[src/hw/pack_protector_pkg.sv]
// Constants and carrier types for the pack protector pin control block
package pack_protector_pkg;

  // ----------------------------------------------------------------
  // Register map (byte addresses, 32-bit words)
  // ----------------------------------------------------------------
  localparam logic [7:0] REG_CTRL    = 8'h00;
  localparam logic [7:0] REG_HOSTFET = 8'h04;
  localparam logic [7:0] REG_MASK    = 8'h08;
  localparam logic [7:0] REG_PINCFG  = 8'h0C;
  localparam logic [7:0] REG_FUSE    = 8'h10;
  localparam logic [7:0] REG_OWINT   = 8'h14;
  localparam logic [7:0] REG_STATUS  = 8'h18;
  localparam logic [7:0] REG_FLAGS   = 8'h1C;

  // ----------------------------------------------------------------
  // Field layouts
  // ----------------------------------------------------------------
  localparam logic [1:0] OP_STANDALONE = 2'h0;
  localparam logic [1:0] OP_HOST_AUTO  = 2'h1;
  localparam logic [1:0] OP_MANUAL     = 2'h2;

  localparam logic [1:0] ALR_OD_LOW   = 2'h0;
  localparam logic [1:0] ALR_HIGH     = 2'h1;
  localparam logic [1:0] ALR_INV_LOW  = 2'h2;

  // Switch index order: charge, precharge, discharge, predischarge
  localparam int SW_CHG  = 0;
  localparam int SW_PRECHARGE_SWITCH = 1;
  localparam int SW_DSG  = 2;
  localparam int SW_PREDISCHARGE_SWITCH = 3;

  // Sticky flag positions
  localparam int FL_PROT  = 0;
  localparam int FL_PF    = 1;
  localparam int FL_SEC   = 2;
  localparam int FL_OW    = 3;

  typedef struct packed {
    logic [1:0] op_mode;
    logic       link_sw;
    logic       combined;
    logic       chg_pin_en;
    logic       dsg_pin_en;
  } ctrl_t;

  typedef struct packed {
    logic [1:0] alert_style;
    logic [2:0] pull_up;
    logic [2:0] pull_en;
    logic [2:0] ext_sup;
    logic [2:0] gpo_val;
    logic [2:0] gpo_en;
  } pincfg_t;

  typedef struct packed {
    logic        blow_en;
    logic        sense_en;
    logic        use_pack;
    logic [15:0] thresh;
  } fusecfg_t;

  localparam ctrl_t CTRL_RST = 6'h03;

  // ----------------------------------------------------------------
  // Timing
  // ----------------------------------------------------------------
  localparam int unsigned CLK_HZ       = 100_000_000;
  localparam int unsigned I2C_MAX_KHZ  = 400;
  localparam int unsigned HOLD_TIME_S  = 1;
  localparam int unsigned MEAS_TIME_MS = 3;
  localparam int unsigned MS_CYCLES    = CLK_HZ / 1000;
  localparam int unsigned HOLD_CYCLES  = HOLD_TIME_S * CLK_HZ;
  localparam int unsigned MEAS_CYCLES  = MEAS_TIME_MS * MS_CYCLES;

endpackage : pack_protector_pkg

[src/hw/pack_protector_pin_control.sv]
// Pin control logic: switch-off pins, reset/shutdown pin, alarm, fuse, open wire
`timescale 1ns/1ps
`default_nettype none

module pack_protector_pin_control
  import pack_protector_pkg::*;
#(
  parameter int unsigned CELLS     = 5,
  parameter int unsigned HOLD_CYC  = HOLD_CYCLES,
  parameter int unsigned MS_CYC    = MS_CYCLES,
  parameter int unsigned MEAS_CYC  = MEAS_CYCLES
) (
  input  wire logic             sys_clk_i,
  input  wire logic             srst_i,
  input  wire logic [7:0]       reg_addr_i,
  input  wire logic [31:0]      reg_wdata_i,
  input  wire logic             reg_wr_i,
  input  wire logic             reg_rd_i,
  output logic      [31:0]      reg_rdata_o,
  input  wire logic             rst_shut_i,
  input  wire logic [2:0]       mf_in_i,
  output logic      [2:0]       mf_out_o,
  output logic      [2:0]       mf_oe_o,
  output logic      [2:0]       mf_ext_supply_o,
  output logic      [2:0]       mf_pulldown_o,
  output logic      [2:0]       mf_pullup_o,
  input  wire logic             link_tx_low_i,
  input  wire logic             fuse_i,
  output logic                  fuse_o,
  output logic                  fuse_oe_o,
  input  wire logic [3:0]       prot_block_i,
  input  wire logic             pf_event_i,
  input  wire logic [7:0]       alarm_event_i,
  input  wire logic [15:0]      stack_mv_i,
  input  wire logic [15:0]      pack_mv_i,
  input  wire logic [CELLS-1:0] cell_low_i,
  input  wire logic [CELLS-1:0] cell_pf_i,
  output logic      [3:0]       fet_en_o,
  output logic                  link_sel_o,
  output logic                  comm_rst_o,
  output logic                  osc_en_o,
  output logic                  core_reg_en_o,
  output logic                  prereg_en_o,
  output logic                  ext_reg_en_o,
  output logic                  ow_sink_o,
  output logic      [CELLS-1:0] ow_fault_o,
  output logic                  pf_o
);

  // ----------------------------------------------------------------
  // Parameter checks
  // ----------------------------------------------------------------
  if (CELLS < 2 || CELLS > 8) begin : g_bad_cells
    $error("CELLS must be 2..8");
  end
  if (HOLD_CYC < 1 || MS_CYC < 1 || MEAS_CYC < 1) begin : g_bad_cyc
    $error("cycle counts must be at least one");
  end

  localparam int HW = $clog2(HOLD_CYC + 1);
  localparam int MW = $clog2(MS_CYC + 1);
  localparam int TW = $clog2(MEAS_CYC + 1);

  // ----------------------------------------------------------------
  // State
  // ----------------------------------------------------------------
  typedef struct packed {
    logic             rs1;
    logic             rs2;
    logic [2:0]       in1;
    logic [2:0]       in2;
    logic             fs1;
    logic             fs2;
    ctrl_t            ctrl;
    logic [3:0]       host_off;
    logic [15:0]      mask;
    pincfg_t          pcfg;
    fusecfg_t         fcfg;
    logic [15:0]      ow_int;
    logic [7:0]       flags;
    logic             pf;
    logic             fuse_drv;
    logic             shut;
    logic             pwr_on;
    logic [HW-1:0]    hold;
    logic [MW-1:0]    ms;
    logic [15:0]      ow_cnt;
    logic [TW-1:0]    meas;
    logic             ow_sink;
    logic [CELLS-1:0] ow_fault;
    logic [3:0]       fet_en;
    logic [2:0]       mf_out;
    logic [2:0]       mf_oe;
    logic [2:0]       mf_ext;
    logic [2:0]       mf_pd;
    logic [2:0]       mf_pu;
    logic [31:0]      rdata;
    logic             comm_rst;
  } state_t;

  state_t st_q;
  state_t st_d;

  logic             manual;
  logic             chg_off;
  logic             dsg_off;
  logic [3:0]       pin_blk;
  logic [3:0]       prot_blk;
  logic [15:0]      fuse_v;
  logic             fuse_ok;
  logic             alarm;
  logic [CELLS-1:0] spread;

  // ----------------------------------------------------------------
  // Next state
  // ----------------------------------------------------------------
  always_comb begin
    st_d = st_q;
    st_d.rdata = '0;
    st_d.rs1 = rst_shut_i;
    st_d.rs2 = st_q.rs1;
    st_d.in1 = mf_in_i;
    st_d.in2 = st_q.in1;
    st_d.fs1 = fuse_i;
    st_d.fs2 = st_q.fs1;

    manual  = (st_q.ctrl.op_mode == OP_MANUAL);
    // Charge pin freed for other use under the combined option
    chg_off = st_q.ctrl.chg_pin_en && !st_q.ctrl.combined
              && !st_q.pcfg.gpo_en[1] && st_q.in2[1];
    dsg_off = st_q.ctrl.dsg_pin_en && !st_q.pcfg.gpo_en[2]
              && st_q.in2[2];
    pin_blk[SW_CHG]  = chg_off || (st_q.ctrl.combined && dsg_off);
    pin_blk[SW_PRECHARGE_SWITCH] = chg_off || (st_q.ctrl.combined && dsg_off);
    pin_blk[SW_DSG]  = dsg_off;
    pin_blk[SW_PREDISCHARGE_SWITCH] = dsg_off;
    // Manual mode never blocks on its own
    prot_blk = manual ? 4'h0 : (prot_block_i | {4{st_q.pf}});

    fuse_v  = st_q.fcfg.use_pack ? pack_mv_i : stack_mv_i;
    fuse_ok = st_q.fcfg.blow_en && st_q.pf
              && (fuse_v > st_q.fcfg.thresh);
    alarm   = |({alarm_event_i, st_q.flags} & st_q.mask);
    spread  = cell_low_i | {cell_low_i[CELLS-2:0], 1'b0};

    // --------------------------------------------------------------
    // Register access; ignored while the reset pin is high
    // --------------------------------------------------------------
    if (reg_wr_i && !st_q.rs2) begin
      case (reg_addr_i)
        REG_CTRL:    st_d.ctrl     = reg_wdata_i[5:0];
        REG_HOSTFET: st_d.host_off = reg_wdata_i[3:0];
        REG_MASK:    st_d.mask     = reg_wdata_i[15:0];
        REG_PINCFG:  st_d.pcfg     = reg_wdata_i[16:0];
        REG_FUSE:    st_d.fcfg     = reg_wdata_i[18:0];
        REG_OWINT:   st_d.ow_int   = reg_wdata_i[15:0];
        REG_FLAGS:   st_d.flags    = st_q.flags & ~reg_wdata_i[7:0];
        default:     st_d.rdata    = '0;
      endcase
    end
    if (reg_rd_i && !st_q.rs2) begin
      case (reg_addr_i)
        REG_CTRL:    st_d.rdata[5:0]  = st_q.ctrl;
        REG_HOSTFET: st_d.rdata[3:0]  = st_q.host_off;
        REG_MASK:    st_d.rdata[15:0] = st_q.mask;
        REG_PINCFG:  st_d.rdata[16:0] = st_q.pcfg;
        REG_FUSE:    st_d.rdata[18:0] = st_q.fcfg;
        REG_OWINT:   st_d.rdata[15:0] = st_q.ow_int;
        REG_FLAGS:   st_d.rdata[7:0]  = st_q.flags;
        REG_STATUS: begin
          st_d.rdata[3:0]       = st_q.fet_en;
          st_d.rdata[4]         = st_q.pf;
          st_d.rdata[5]         = st_q.fuse_drv;
          st_d.rdata[6]         = st_q.rs2;
          st_d.rdata[7]         = st_q.ow_sink;
          st_d.rdata[8 +: CELLS] = st_q.ow_fault;
          st_d.rdata[18:16]     = st_q.in2;
        end
        default:     st_d.rdata   = '0;
      endcase
    end

    // --------------------------------------------------------------
    // Reset/shutdown pin
    // --------------------------------------------------------------
    // Switch, host-off, failure and fuse state survive this reset
    if (st_q.rs2) begin
      st_d.comm_rst = 1'b1;
      st_d.ctrl     = CTRL_RST;
      st_d.mask     = '0;
      st_d.pcfg     = '0;
      st_d.ow_int   = '0;
      st_d.flags    = '0;
      if (st_q.hold != HW'(HOLD_CYC - 1)) begin
        st_d.hold = st_q.hold + HW'(1);
      end else begin
        st_d.shut = 1'b1;
      end
    end else begin
      st_d.comm_rst = 1'b0;
      st_d.hold     = '0;
    end
    st_d.pwr_on = !st_d.shut;

    // --------------------------------------------------------------
    // Open-wire check
    // --------------------------------------------------------------
    if (st_q.ow_sink) begin
      if (st_q.meas == TW'(MEAS_CYC - 1)) begin
        st_d.ow_sink  = 1'b0;
        st_d.meas     = '0;
        st_d.ow_fault = spread;
        if (|spread) st_d.flags[FL_OW] = 1'b1;
        if (|cell_pf_i) st_d.pf = 1'b1;
      end else begin
        st_d.meas = st_q.meas + TW'(1);
      end
    end
    // Interval runs start to start; a start inside a sink is skipped
    if (st_q.ow_int != 16'h0000 && !st_q.shut) begin
      if (st_q.ms == MW'(MS_CYC - 1)) begin
        st_d.ms = '0;
        if (st_q.ow_cnt + 16'h0001 >= st_q.ow_int) begin
          st_d.ow_cnt  = '0;
          if (!st_q.ow_sink) st_d.ow_sink = 1'b1;
        end else begin
          st_d.ow_cnt = st_q.ow_cnt + 16'h0001;
        end
      end else begin
        st_d.ms = st_q.ms + MW'(1);
      end
    end else begin
      st_d.ms     = '0;
      st_d.ow_cnt = '0;
    end

    // --------------------------------------------------------------
    // Hardware set wins over a software clear
    // --------------------------------------------------------------
    if (manual && |prot_block_i) st_d.flags[FL_PROT] = 1'b1;
    if (st_q.fcfg.sense_en && !st_q.fuse_drv && st_q.fs2) begin
      st_d.pf            = 1'b1;
      st_d.flags[FL_SEC] = 1'b1;
    end
    if (pf_event_i) st_d.pf = 1'b1;
    if (st_d.pf) st_d.flags[FL_PF] = 1'b1;

    // Fuse drive decided from registered state and the unregistered pack or stack voltage input
    st_d.fuse_drv = fuse_ok && !st_q.shut;
    // Any remaining cause keeps the switch off
    st_d.fet_en = st_q.shut ? 4'h0
                  : ~(pin_blk | st_q.host_off | prot_blk);

    // --------------------------------------------------------------
    // Multifunction pins
    // --------------------------------------------------------------
    for (int i = 0; i < 3; i++) begin
      st_d.mf_ext[i] = st_q.pcfg.ext_sup[i];
      st_d.mf_pd[i]  = st_q.pcfg.pull_en[i] && !st_q.pcfg.pull_up[i];
      st_d.mf_pu[i]  = st_q.pcfg.pull_en[i] && st_q.pcfg.pull_up[i];
      st_d.mf_out[i] = st_q.pcfg.gpo_en[i] && st_q.pcfg.gpo_val[i];
      st_d.mf_oe[i]  = st_q.pcfg.gpo_en[i];
    end
    if (st_q.ctrl.link_sw) begin
      st_d.mf_out[0] = 1'b0;
      st_d.mf_oe[0]  = link_tx_low_i;
    end else if (!st_q.pcfg.gpo_en[0]) begin
      case (st_q.pcfg.alert_style)
        ALR_HIGH: begin
          st_d.mf_out[0] = alarm;
          st_d.mf_oe[0]  = 1'b1;
        end
        ALR_INV_LOW: begin
          st_d.mf_out[0] = !alarm;
          st_d.mf_oe[0]  = 1'b1;
        end
        default: begin
          st_d.mf_out[0] = 1'b0;
          st_d.mf_oe[0]  = alarm;
        end
      endcase
    end
    if (st_q.shut) st_d.mf_oe = 3'h0;
  end

  always_ff @(posedge sys_clk_i) begin
    if (srst_i) begin
      st_q        <= '0;
      st_q.ctrl   <= CTRL_RST;
      st_q.pwr_on <= 1'b1;
    end else begin
      st_q <= st_d;
    end
  end

  // ----------------------------------------------------------------
  // Outputs
  // ----------------------------------------------------------------
  assign reg_rdata_o     = st_q.rdata;
  assign mf_out_o        = st_q.mf_out;
  assign mf_oe_o         = st_q.mf_oe;
  assign mf_ext_supply_o = st_q.mf_ext;
  assign mf_pulldown_o   = st_q.mf_pd;
  assign mf_pullup_o     = st_q.mf_pu;
  assign fuse_o          = st_q.fuse_drv;
  assign fuse_oe_o       = st_q.fuse_drv;
  assign fet_en_o        = st_q.fet_en;
  assign link_sel_o      = st_q.ctrl.link_sw;
  assign comm_rst_o      = st_q.comm_rst;
  assign osc_en_o        = st_q.pwr_on;
  assign core_reg_en_o   = st_q.pwr_on;
  assign prereg_en_o     = st_q.pwr_on;
  assign ext_reg_en_o    = st_q.pwr_on;
  assign ow_sink_o       = st_q.ow_sink;
  assign ow_fault_o      = st_q.ow_fault;
  assign pf_o            = st_q.pf;
endmodule : pack_protector_pin_control

`default_nettype wire

[config.mk]
export PLATFORM = sky130hd
export DESIGN_NAME = pack_protector_pin_control
export DESIGN_NICKNAME = d
export VERILOG_FILES = /design/src/hw/pack_protector_pkg.sv /design/src/hw/pack_protector_pin_control.sv
export SDC_FILE = /design/constraint.sdc
export NUM_CORES = 1
export LEC_CHECK = 0
export BUFFER_PORTS_ARGS = -buffer_cell sky130_fd_sc_hd__buf_2
export CORE_UTILIZATION = 54
export DETAILED_ROUTE_END_ITERATION = 6
export PLACE_DENSITY_LB_ADDON = 0.2
export REMOVE_ABC_BUFFERS = 1
export SYNTH_ARGS = -nofsm -noshare
export SYNTH_HDL_FRONTEND = slang
export SYNTH_SLANG_ARGS = --single-unit
[constraint.sdc]
create_clock -name sys_clk_i -period 4.1 [get_ports sys_clk_i]
set_input_delay 0.41 -clock sys_clk_i [delete_from_list [all_inputs] [get_ports sys_clk_i]]
set_output_delay 0.41 -clock sys_clk_i [all_outputs]
set_load 0.01 [all_outputs]
Word-level counts from Yosys, hierarchy flattened. Cells that the tools add are included.

Bits in registers: 237. Input bits: 105. Output and inout port bits: 66. Word-level logic and storage cells: 185.

Add/subtract/negate cells: 4. $lt $le $gt $ge: 2. Equal/unequal tests: 13. Mux-type cells: 39. Bitwise operators: 11. Reduce and logical (&&, ||, !) cells: 67.

Operators by type and width (number): == test 8 x 5 -> 1 bit (second input constant) (4); two-way mux 16 bit (2); one-hot mux 4 bit (8 select lines) (1); adder 27 x 1 -> 27 bit (second input constant) (1); != test 27 bit (second input constant) (1); one-hot mux 5 bit (5 select lines) (1); logical AND 1 bit (24); two-way mux 1 bit (22); AND reduction 2 bit (11); adder 19 x 1 -> 19 bit (second input constant) (1); == test 19 bit (second input constant) (1); two-way mux 19 bit (1); nonzero test 3 bit (6); adder 17 x 1 -> 17 bit (second input constant) (1); == test 17 bit (second input constant) (1); adder 16 x 1 -> 16 bit (second input constant) (1); AND 16 bit (1); == test 8 x 4 -> 1 bit (second input constant) (2); greater-or-equal comparator 16 bit (1); greater-than comparator 16 bit (1); two-way mux 4 bit (4); nonzero test 16 bit (1); OR reduction 16 bit (1); one-hot mux 2 bit (7 select lines) (1); 22 further kinds (45).

Logic depth before layout (Yosys ltp). Gate-level depths: netlist (run 1).

Depth after elaboration: 8. Mapped depth: 12. Mapped depth without buffers: 12.

Worst setup path before layout (run 1). No wires, ideal clock.

Kind: register to register. Start: register st_q[79] (netlist bit). End: register st_q[84] (netlist bit). Setup time: 70 ps. Arrival time: 2699 ps. Data required time: 4030 ps. Setup slack: 1331 ps. Stages on the path, launching flop included: 13. Buffers on the path: 0. Period minus slack after synthesis: 2769 ps. Cells stage by stage: dfxtp_1 -> and3_1 -> and2_1 -> nand4_1 -> or3_1 -> nand2_1 -> ha_1 -> nand2_1 -> o21ai_0 -> a211oi_1 -> nor2_1 -> or4b_1 -> a21oi_1.

Longest elaborated chain between the ends: 3.

RTL lines: start, declared (RTL line pack_protector_pin_control.sv:101) `state_t st_q;`; start signal, assigned (RTL line pack_protector_pin_control.sv:292) `st_q <= st_d;`; adder 16 x 1 -> 16 bit * (RTL line pack_protector_pin_control.sv:223, pack_protector_pin_control.sv:227); greater-or-equal comparator 16 bit (RTL line pack_protector_pin_control.sv:223) `if (st_q.ow_cnt + 16'h0001 >= st_q.ow_int) begin`; two-way mux 16 bit * (RTL line pack_protector_pin_control.sv:223).

Mark *: on every way between the ends. The rest lies on a longest branch, timed or not. A chain may end at the register's enable or synchronous reset.

Final worst setup path (run 1).
Start: register st_q[77] (netlist bit). End: register st_q[84] (netlist bit).

The elaborated chain is that of the path after synthesis.

==> impl_metrics.json, run 1 <==
{
  "antenna_found_initial": 1,
  "gp_congestion": 0.910,
  "via_per_inst": 5.57,
  "yosysTopAreaCellShare_pct": 42.1,
  "reg2reg_from": "st_q[77]",
  "end_kind": "flop",
  "ys_types": 70,
  "path_class": "reg -> reg",
  "cp_max_fo": 8,
  "final_cells": 1630,
  "synth_edf_count": 0,
  "p_per_area_nw_per_um2": 386,
  "dpl.cell_count": 1588,
  "place_ws_ns": 1.02,
  "post-route-period-util_pct": 75.3,
  "max_slew_margin_pct": 21.3,
  "hp-class": "in -> reg",
  "drc_errors": 0,
  "holdWs_ns": 0.105,
  "cts_sinks": 224,
  "antenna_cells": 0,
  "fin_crit_ns": 3.09,
  "wl_per_cell_um": 16.0,
  "cp-startpoint": "st_q[77]",
  "p_leak_nw": 4.54,
  "tightest_slew_ns": 1.18,
  "seq_area_frac_synth_pct": 42.1,
  "rsz0062_at_grt": "false",
  "grt_pass1_vias": 8441,
  "synth_seq_cells": 224,
  "dr.pass1.iters": 7,
  "die-area_sq_um": 20300,
  "coreArea_sq_um": 19000,
  "drive_gt1_share_pct": 17.7,
  "numCtsBuffers": 24,
  "regToRegEndpoint": "st_q[84]",
  "cp.arrival_ns": 3.54,
  "clock.fmax_ghz": 0.324,
  "async_flop_share_pct": 0,
  "nets": 1497,
  "syn-cell-area_sq_um": 10700,
  "synthFlopType": "dfxtp_1",
  "clk_latency_ns": 0.51,
  "outcome": "finished, final reports clean",
  "finalSetupTns_ns": 0,
  "p_total_mw": 4.62,
  "hold_viol_final": 0,
  "cts_root_buffer": "clkbuf_16",
  "grt.total_usage_pct": 25.7,
  "drv_slew": 0,
  "grt_overflow": 0,
  "final_common_cell": "nand2_1",
  "postRouteWirelength_mm": 26.1,
  "io_pins": 171,
  "worstSetupStartpointType": "flop",
  "dp.final_hpwl_mm": 18.6,
  "post_synth_inst_count": 1270,
  "cts_tree": "built",
  "worstSetupEndpoint": "st_q[84]",
  "synth.avg_cell_area_sq_um": 8.39,
  "ant_nets": 0,
  "h-tree-depth": 1,
  "worstPathRequired_ns": 4.55,
  "ir_drop_uv": 300,
  "reg2reg_depth": 11,
  "grt_pass1_wl_mm": 41.8,
  "grt_start_max_net_pins": 64,
  "setup_violations": 0,
  "die_h_um": 142,
  "die_x_um": 142,
  "fin_ws_ns": 1.01,
  "cts_buffer_depth": 3,
  "route.vias.total": 9080,
  "path_clk_slew_ns": 0.06,
  "drt_iter0_markers": 715,
  "clock_skew_ns": 0.0132,
  "port_buffers": 144,
  "post_cts_buffers": 0,
  "fp-row-count": 50,
  "cap_violations": 0,
  "initial_utilization_pct": 56.0,
  "area_growth_pct": 12.4,
  "synth_top_cell_by_area": "dfxtp_1",
  "cts_resized": 0,
  "cts_hold_buf": 0,
  "synth_area_leaders": "dfxtp_1 42%, nand2_1 8.1%, a21oi_1 5.0%",
  "n_fill_cell": 1688,
  "yosysWarnings": 0,
  "r2r_setup_slack_ns": 1.01,
  "final_cell_mix": "230 x nand2_1, 224 x dfxtp_1, 144 x buf_2"
}
==> synthesized netlist by cell type, drive strengths merged, types with 5 or more instances <==
cell type / number
nand2: 231
dfxtp: 224
a21oi: 116
nor2: 115
buf: 81
inv: 44
nand3: 42
a22oi: 41
ha: 38
xor2: 34
clkbuf: 29
xnor2: 27
nor3: 20
nor2b: 19
o21ai: 18
nand4: 17
and3: 16
mux2: 16
a31oi: 12
a21o: 11
and2: 11
or2: 10
and4: 8
nand2b: 7
or4: 7
nor3b: 6
or3: 6
a32o: 5
mux2i: 5
nor4b: 5
==> layout make-up <==
| type | instances | area (sq um) | share of cell area [%] |
|---|---|---|---|
| Inverter | 44 | 165 | 1.38 |
| Multi-Input combinational cell | 904 | 5350 | 44.7 |
| Timing Repair Buffer | 156 | 811 | 6.77 |
| Clock inverter | 5 | 75.1 | 0.627 |
| Sequential cell | 224 | 4480 | 37.4 |
| Tap cell | 260 | 325 | 2.72 |
| Clock buffer | 37 | 761 | 6.35 |
==> metal layers <==
metal  vias up  GRT usage, %  wire, um
li1       4481             -         -
met5         -             0         0
met3        52          3.73      1840
met4         0          7.98       626
met1      4237          35.7     12100
met2       310          41.1     11500
==> worst max-delay path: stages (launching register included) <==
cell and delay, ns:
dfxtp_1 0.46, ha_1 0.28, nand4_1 0.26, or3_1 0.43, nand2_1 0.08, ha_1 0.22, nand2_1 0.07, o21ai_0 0.12
a211oi_1 0.35, nor2_1 0.11, or4b_1 0.50, a21oi_1 0.14
==> registers in the layout (all words and copies together) (netlist names) <==
register / flops
st_d: 8
fet_en_o: 4
ow_sink_o: 1
pf_o: 1
mf_out_o: 3
mf_oe_o: 3
link_sel_o: 1
mf_pullup_o: 3
st_q: 167
mf_pulldown_o: 3
ow_fault_o: 5
comm_rst_o: 1
reg_rdata_o: 19
fuse_o: 1
mf_ext_supply_o: 3
core_reg_en_o: 1
==> logic make-up after synthesis <==
family | count (synthesis) | share of synthesized area (%)
buffers and inverters | 154 | 8.05
DFF | 224 | 42.1
xor gates and xnor gates | 61 | 5.02
other | 1 | 0.0352
AOI/OAI and AO/OA | 234 | 14.1
adders and majority gates | 38 | 4.46
muxes | 21 | 2.16
and+or+nand+nor | 537 | 24.1
==> worst min-delay path by stage <==
| stage | from | to | slack (ns) | cells past startpoint |
|---|---|---|---|---|
| after floorplan | st_d[227] | st_q[227] | 0.41 | 1 |
| after global placement | st_d[231] | st_q[231] | 0.42 | 1 |
| after detailed placement | st_d[235] | st_q[235] | 0.42 | 1 |
| after CTS | mf_in_i[0] | st_d[229] | 0.09 | 2 |
| after global routing | fuse_i | st_d[227] | 0.12 | 2 |
| final | mf_in_i[0] | st_d[229] | 0.10 | 2 |
==> stage by stage <==
step / instance area [sq um] / utilization (%)
floorplan: 10000 / -
global placement: 11100 / 58.6
detailed placement: 11100 / 58.6
CTS: 12000 / 63.0
global route: 12000 / 63.0
finish: 12000 / 63.0
==> where the power goes <==
group          total, mW  internal [mW]  switching, mW
Sequential          2.20           2.19        0.00980
Combinational      0.172         0.0658          0.106
Clock               2.25           1.39          0.861
Total               4.62           3.65          0.977
(Power assumes the default switching activity.)
==> inputs of run 2 (changes only) <==
Clock period 4.1 ns to 2.95 ns, I/O delays scaled along.
==> impl_metrics.json, run 2 (synthesis results as in run 1) <==
{
  "rsz0062_at_grt": "false",
  "via_per_inst": 5.56,
  "placed_area_sq_um": 11300,
  "n_fill_cell": 1672,
  "place_ws_ns": 0.0621,
  "reg2reg_from": "st_q[80]",
  "setup_violations": 0,
  "ir_drop_uv": 420,
  "cp_max_fo": 5,
  "p_leak_nw": 4.60,
  "nets": 1518,
  "worstSetupStartpointType": "flop",
  "final_cell_mix": "230 x nand2_1, 220 x dfxtp_1, 144 x buf_2",
  "clock.fmax_ghz": 0.366,
  "area_growth_pct": 13.5,
  "p_total_mw": 6.19,
  "grt_pass1_wl_mm": 42.8,
  "hp-start": "reg_wdata_i[18]",
  "worstPathRequired_ns": 3.41,
  "ant_nets": 0,
  "antenna_cells": 0,
  "grt_start_max_net_pins": 64,
  "fin_crit_ns": 2.73,
  "gp_congestion": 0.907,
  "cts_root_buffer": "clkbuf_16",
  "drc_errors": 0,
  "path_class": "reg -> reg",
  "clock_skew_ns": 0.0191,
  "grt_pass1_vias": 8587,
  "coreArea_sq_um": 19000,
  "die_x_um": 142,
  "route.vias.total": 9167,
  "cp.arrival_ns": 3.19,
  "drv_slew": 0,
  "cap_violations": 0,
  "end_kind": "flop",
  "wl_per_cell_um": 15.9,
  "max_slew_margin_pct": 21.3,
  "cts_sinks": 224,
  "final_common_cell": "nand2_1",
  "final_cell_area_sq_um": 12100,
  "grt.total_usage_pct": 26.4,
  "finalSetupTns_ns": 0,
  "holdWs_ns": 0.0311,
  "regMostFlops": "st_q",
  "drt_iter0_markers": 662,
  "die_h_um": 142,
  "dp.final_hpwl_mm": 19.2,
  "largest_reg_flops": 167,
  "hold_viol_final": 0,
  "r2r_setup_slack_ns": 0.22,
  "post_cts_buffers": 0,
  "post-route-period-util_pct": 92.6,
  "final_cells": 1650,
  "tightest_slew_ns": 1.18,
  "hp-class": "in -> reg",
  "fp-row-count": 50,
  "antenna_found_initial": 0,
  "cp-startpoint": "st_q[80]",
  "dpl.cell_count": 1607,
  "io_pins": 171,
  "fin_ws_ns": 0.217,
  "cts_tree": "built",
  "initial_utilization_pct": 56.0,
  "dr.pass1.iters": 5,
  "drive_gt1_share_pct": 19.1,
  "crit_chain": "and3_1, and2_1, nand4_1, or3_4, nand2_1, ha_1, nand2_1, o21ai_1, o21ai_1, nor2_1, or4b_4, a21oi_2",
  "outcome": "finished, final reports clean",
  "postRouteWirelength_mm": 26.2,
  "p_per_area_nw_per_um2": 512,
  "final_util_pct": 63.5,
  "clk_latency_ns": 0.51,
  "grt_overflow": 0,
  "cts_buffer_depth": 3,
  "port_buffers": 144,
  "numCtsBuffers": 23,
  "crit_path_top_delay_cell": "or4b_4",
  "critPathMaxStageDelay_ns": 0.52,
  "die-area_sq_um": 20300,
  "h-tree-depth": 1,
  "path_clk_slew_ns": 0.06
}
-- run 2: timing repair --
action	in CTS	in global routing
hold buffers	3	0
endpoints found under the hold margin	3	0
resized for setup	0	13
endpoints found under the setup margin	0	16
-- run 2: per-layer routing --
| layer | part of all wire, % | GRT usage, % | vias up |
|---|---|---|---|
| li1 | - | - | 4512 |
| met1 | 45 | 35.9 | 4291 |
| met2 | 46 | 43.5 | 317 |
| met3 | 7.5 | 3.97 | 47 |
| met4 | 2.3 | 7.19 | 0 |
| met5 | 0 | 0 | - |
-- run 2: layout make-up --
| type | count | area [sq um] | share of cell area [%] |
|---|---|---|---|
| clock buffer | 33 | 653 | 5.40 |
| multi-input combinational | 904 | 5370 | 44.5 |
| clock inverter | 7 | 91.3 | 0.756 |
| tap | 260 | 325 | 2.69 |
| sequential | 224 | 4490 | 37.2 |
| timing repair buffer | 178 | 983 | 8.14 |
| inverter | 44 | 165 | 1.37 |
-- run 2: worst max-delay path: cells and delay by family, from the launching register on --
kind            cells  cell delay, ns
flops               1            0.36
fa+ha+maj           1            0.22
simple gates        8            1.66
compound gates      3            0.44
-- run 2: worst paths after layout --
path | to | cells past startpoint
worst min-delay path | st_q[183] | 3
worst max register to register | st_q[84] | 12
worst max-delay path | st_q[84] | 12
worst min register to register | st_q[227] | 1
-- run 2: power by group --
group | switching (mW) | internal (mW) | total (mW)
clock network | 1.18 | 1.71 | 2.89
logic | 0.149 | 0.0981 | 0.247
registers | 0.0138 | 3.04 | 3.05
==> inputs of run 3 (changes only) <==
Settings changed: CAP_MARGIN from default to 20, CORE_ASPECT_RATIO from default to 0.6, RECOVER_POWER from default to 50.
==> impl_metrics.json, run 3 (synthesis results as in run 1) <==
{
  "h-tree-depth": 1,
  "max_slew_margin_pct": 21.7,
  "ant_nets": 0,
  "grt_start_max_net_pins": 54,
  "initial_utilization_pct": 55.5,
  "fin_crit_ns": 2.78,
  "tightest_slew_ns": 1.17,
  "cp.arrival_ns": 3.21,
  "crit_chain": "and3_1, and2_4, nand4_1, or3_4, nand2_1, ha_1, nand2_1, o21ai_2, a211oi_2, nor2_1, or4b_1, a21oi_1",
  "holdWs_ns": 0.0190,
  "final_cell_mix": "230 x nand2_1, 223 x dfxtp_1, 112 x nor2_1",
  "grt.total_usage_pct": 26.8,
  "path_class": "reg -> reg",
  "final_util_pct": 62.3,
  "regMostFlops": "st_q",
  "clock_skew_ns": 0.00839,
  "clock.fmax_ghz": 0.359,
  "reg2reg_depth": 12,
  "grt_pass1_wl_mm": 43.8,
  "ir_drop_uv": 381,
  "fp-row-count": 39,
  "nets": 1524,
  "path_clk_slew_ns": 0.06,
  "die-area_sq_um": 20300,
  "gp_congestion": 0.923,
  "clk_latency_ns": 0.50,
  "worstSetupStartpointType": "flop",
  "p_leak_nw": 4.35,
  "finalSetupTns_ns": 0,
  "postRouteWirelength_mm": 27.4,
  "grt_overflow": 0,
  "dr.pass1.iters": 5,
  "area_growth_pct": 12.2,
  "antenna_found_initial": 1,
  "die_h_um": 111,
  "placed_area_sq_um": 11300,
  "cts_buffer_depth": 3,
  "coreArea_sq_um": 19200,
  "setup_violations": 0,
  "hp-class": "in -> reg",
  "via_per_inst": 5.60,
  "numCtsBuffers": 21,
  "drv_slew": 0,
  "cap_violations": 0,
  "worst_path_most_repeated_cell": "nand2_1",
  "cts_root_buffer": "clkbuf_16",
  "critPathMaxStageDelay_ns": 0.50,
  "port_buffers": 144,
  "drive_gt1_share_pct": 14.5,
  "route.vias.total": 9314,
  "final_common_cell": "nand2_1",
  "drt_iter0_markers": 805,
  "wl_per_cell_um": 16.5,
  "largest_reg_flops": 167,
  "final_cell_area_sq_um": 11900,
  "min_path_cells": 2,
  "grt_pass1_vias": 8379,
  "antenna_cells": 0,
  "die_x_um": 183,
  "r2r_setup_slack_ns": 0.17,
  "hold_viol_final": 0,
  "io_pins": 171,
  "post-route-period-util_pct": 94.3,
  "p_total_mw": 6.01,
  "n_fill_cell": 1770,
  "worstPathRequired_ns": 3.38,
  "outcome": "finished, final reports clean",
  "cts_sinks": 224,
  "dp.final_hpwl_mm": 20.2,
  "p_per_area_nw_per_um2": 503,
  "end_kind": "flop",
  "drc_errors": 0,
  "cp_max_fo": 4,
  "crit_path_top_delay_cell": "or4b_1",
  "cts_tree": "built"
}
-- run 3: cell type report --
class | count | area (sq um) | area share (%)
sequential | 224 | 4490 | 37.5
multi-input combinational | 904 | 5340 | 44.7
tap | 266 | 333 | 2.79
clock inverter | 9 | 82.6 | 0.691
clock buffer | 29 | 606 | 5.07
timing repair buffer | 186 | 940 | 7.86
inverter | 44 | 165 | 1.38
-- run 3: what timing repair did --
| item | CTS | global route |
|---|---|---|
| buffers inserted | 0 | 2 |
| gates resized for setup | 1 | 11 |
| gates cloned | 0 | 0 |
| endpoints found under the hold margin | 3 | 0 |
| setup endpoints to repair | 11 | 17 |
| hold buffers | 3 | 0 |
| pin swaps | 0 | 9 |
-- run 3: power by group --
group	switching (mW)	internal (mW)
sequential	0.0121	3.04
combinational	0.152	0.0930
clock	1.18	1.54
-- run 3: worst paths after layout --
check,from,endpoint
worst max-delay path,st_q[81],st_q[84]
worst min-delay path,mf_in_i[0],st_d[229]
worst max register to register,st_q[81],st_q[84]
worst min register to register,st_d[231],st_q[231]
-- run 3: worst max-delay path, delay by kind of cell (launching register included) --
kind | cells | cell delay, ns
fa+ha+maj | 1 | 0.22
simple gates | 8 | 1.67
flops | 1 | 0.36
compound gates | 3 | 0.47
-- run 3: through the flow --
stage	setup WS [ns]	cells
3_3_place_gp	0.111	1618
2_1_floorplan	0.132	1172
6_report	0.168	1662
4_1_cts	-0.0741	1660
3_5_place_dp	-0.0447	1619
5_1_grt	-0.0655	1662
-- run 3: routing by layer --
metal	share of wire, %	GRT usage [%]	wire (um)
met1	50	43.8	13700
met2	38	36.6	10500
met3	10	4.66	2840
met4	1.2	3.67	316
met5	0	0	0
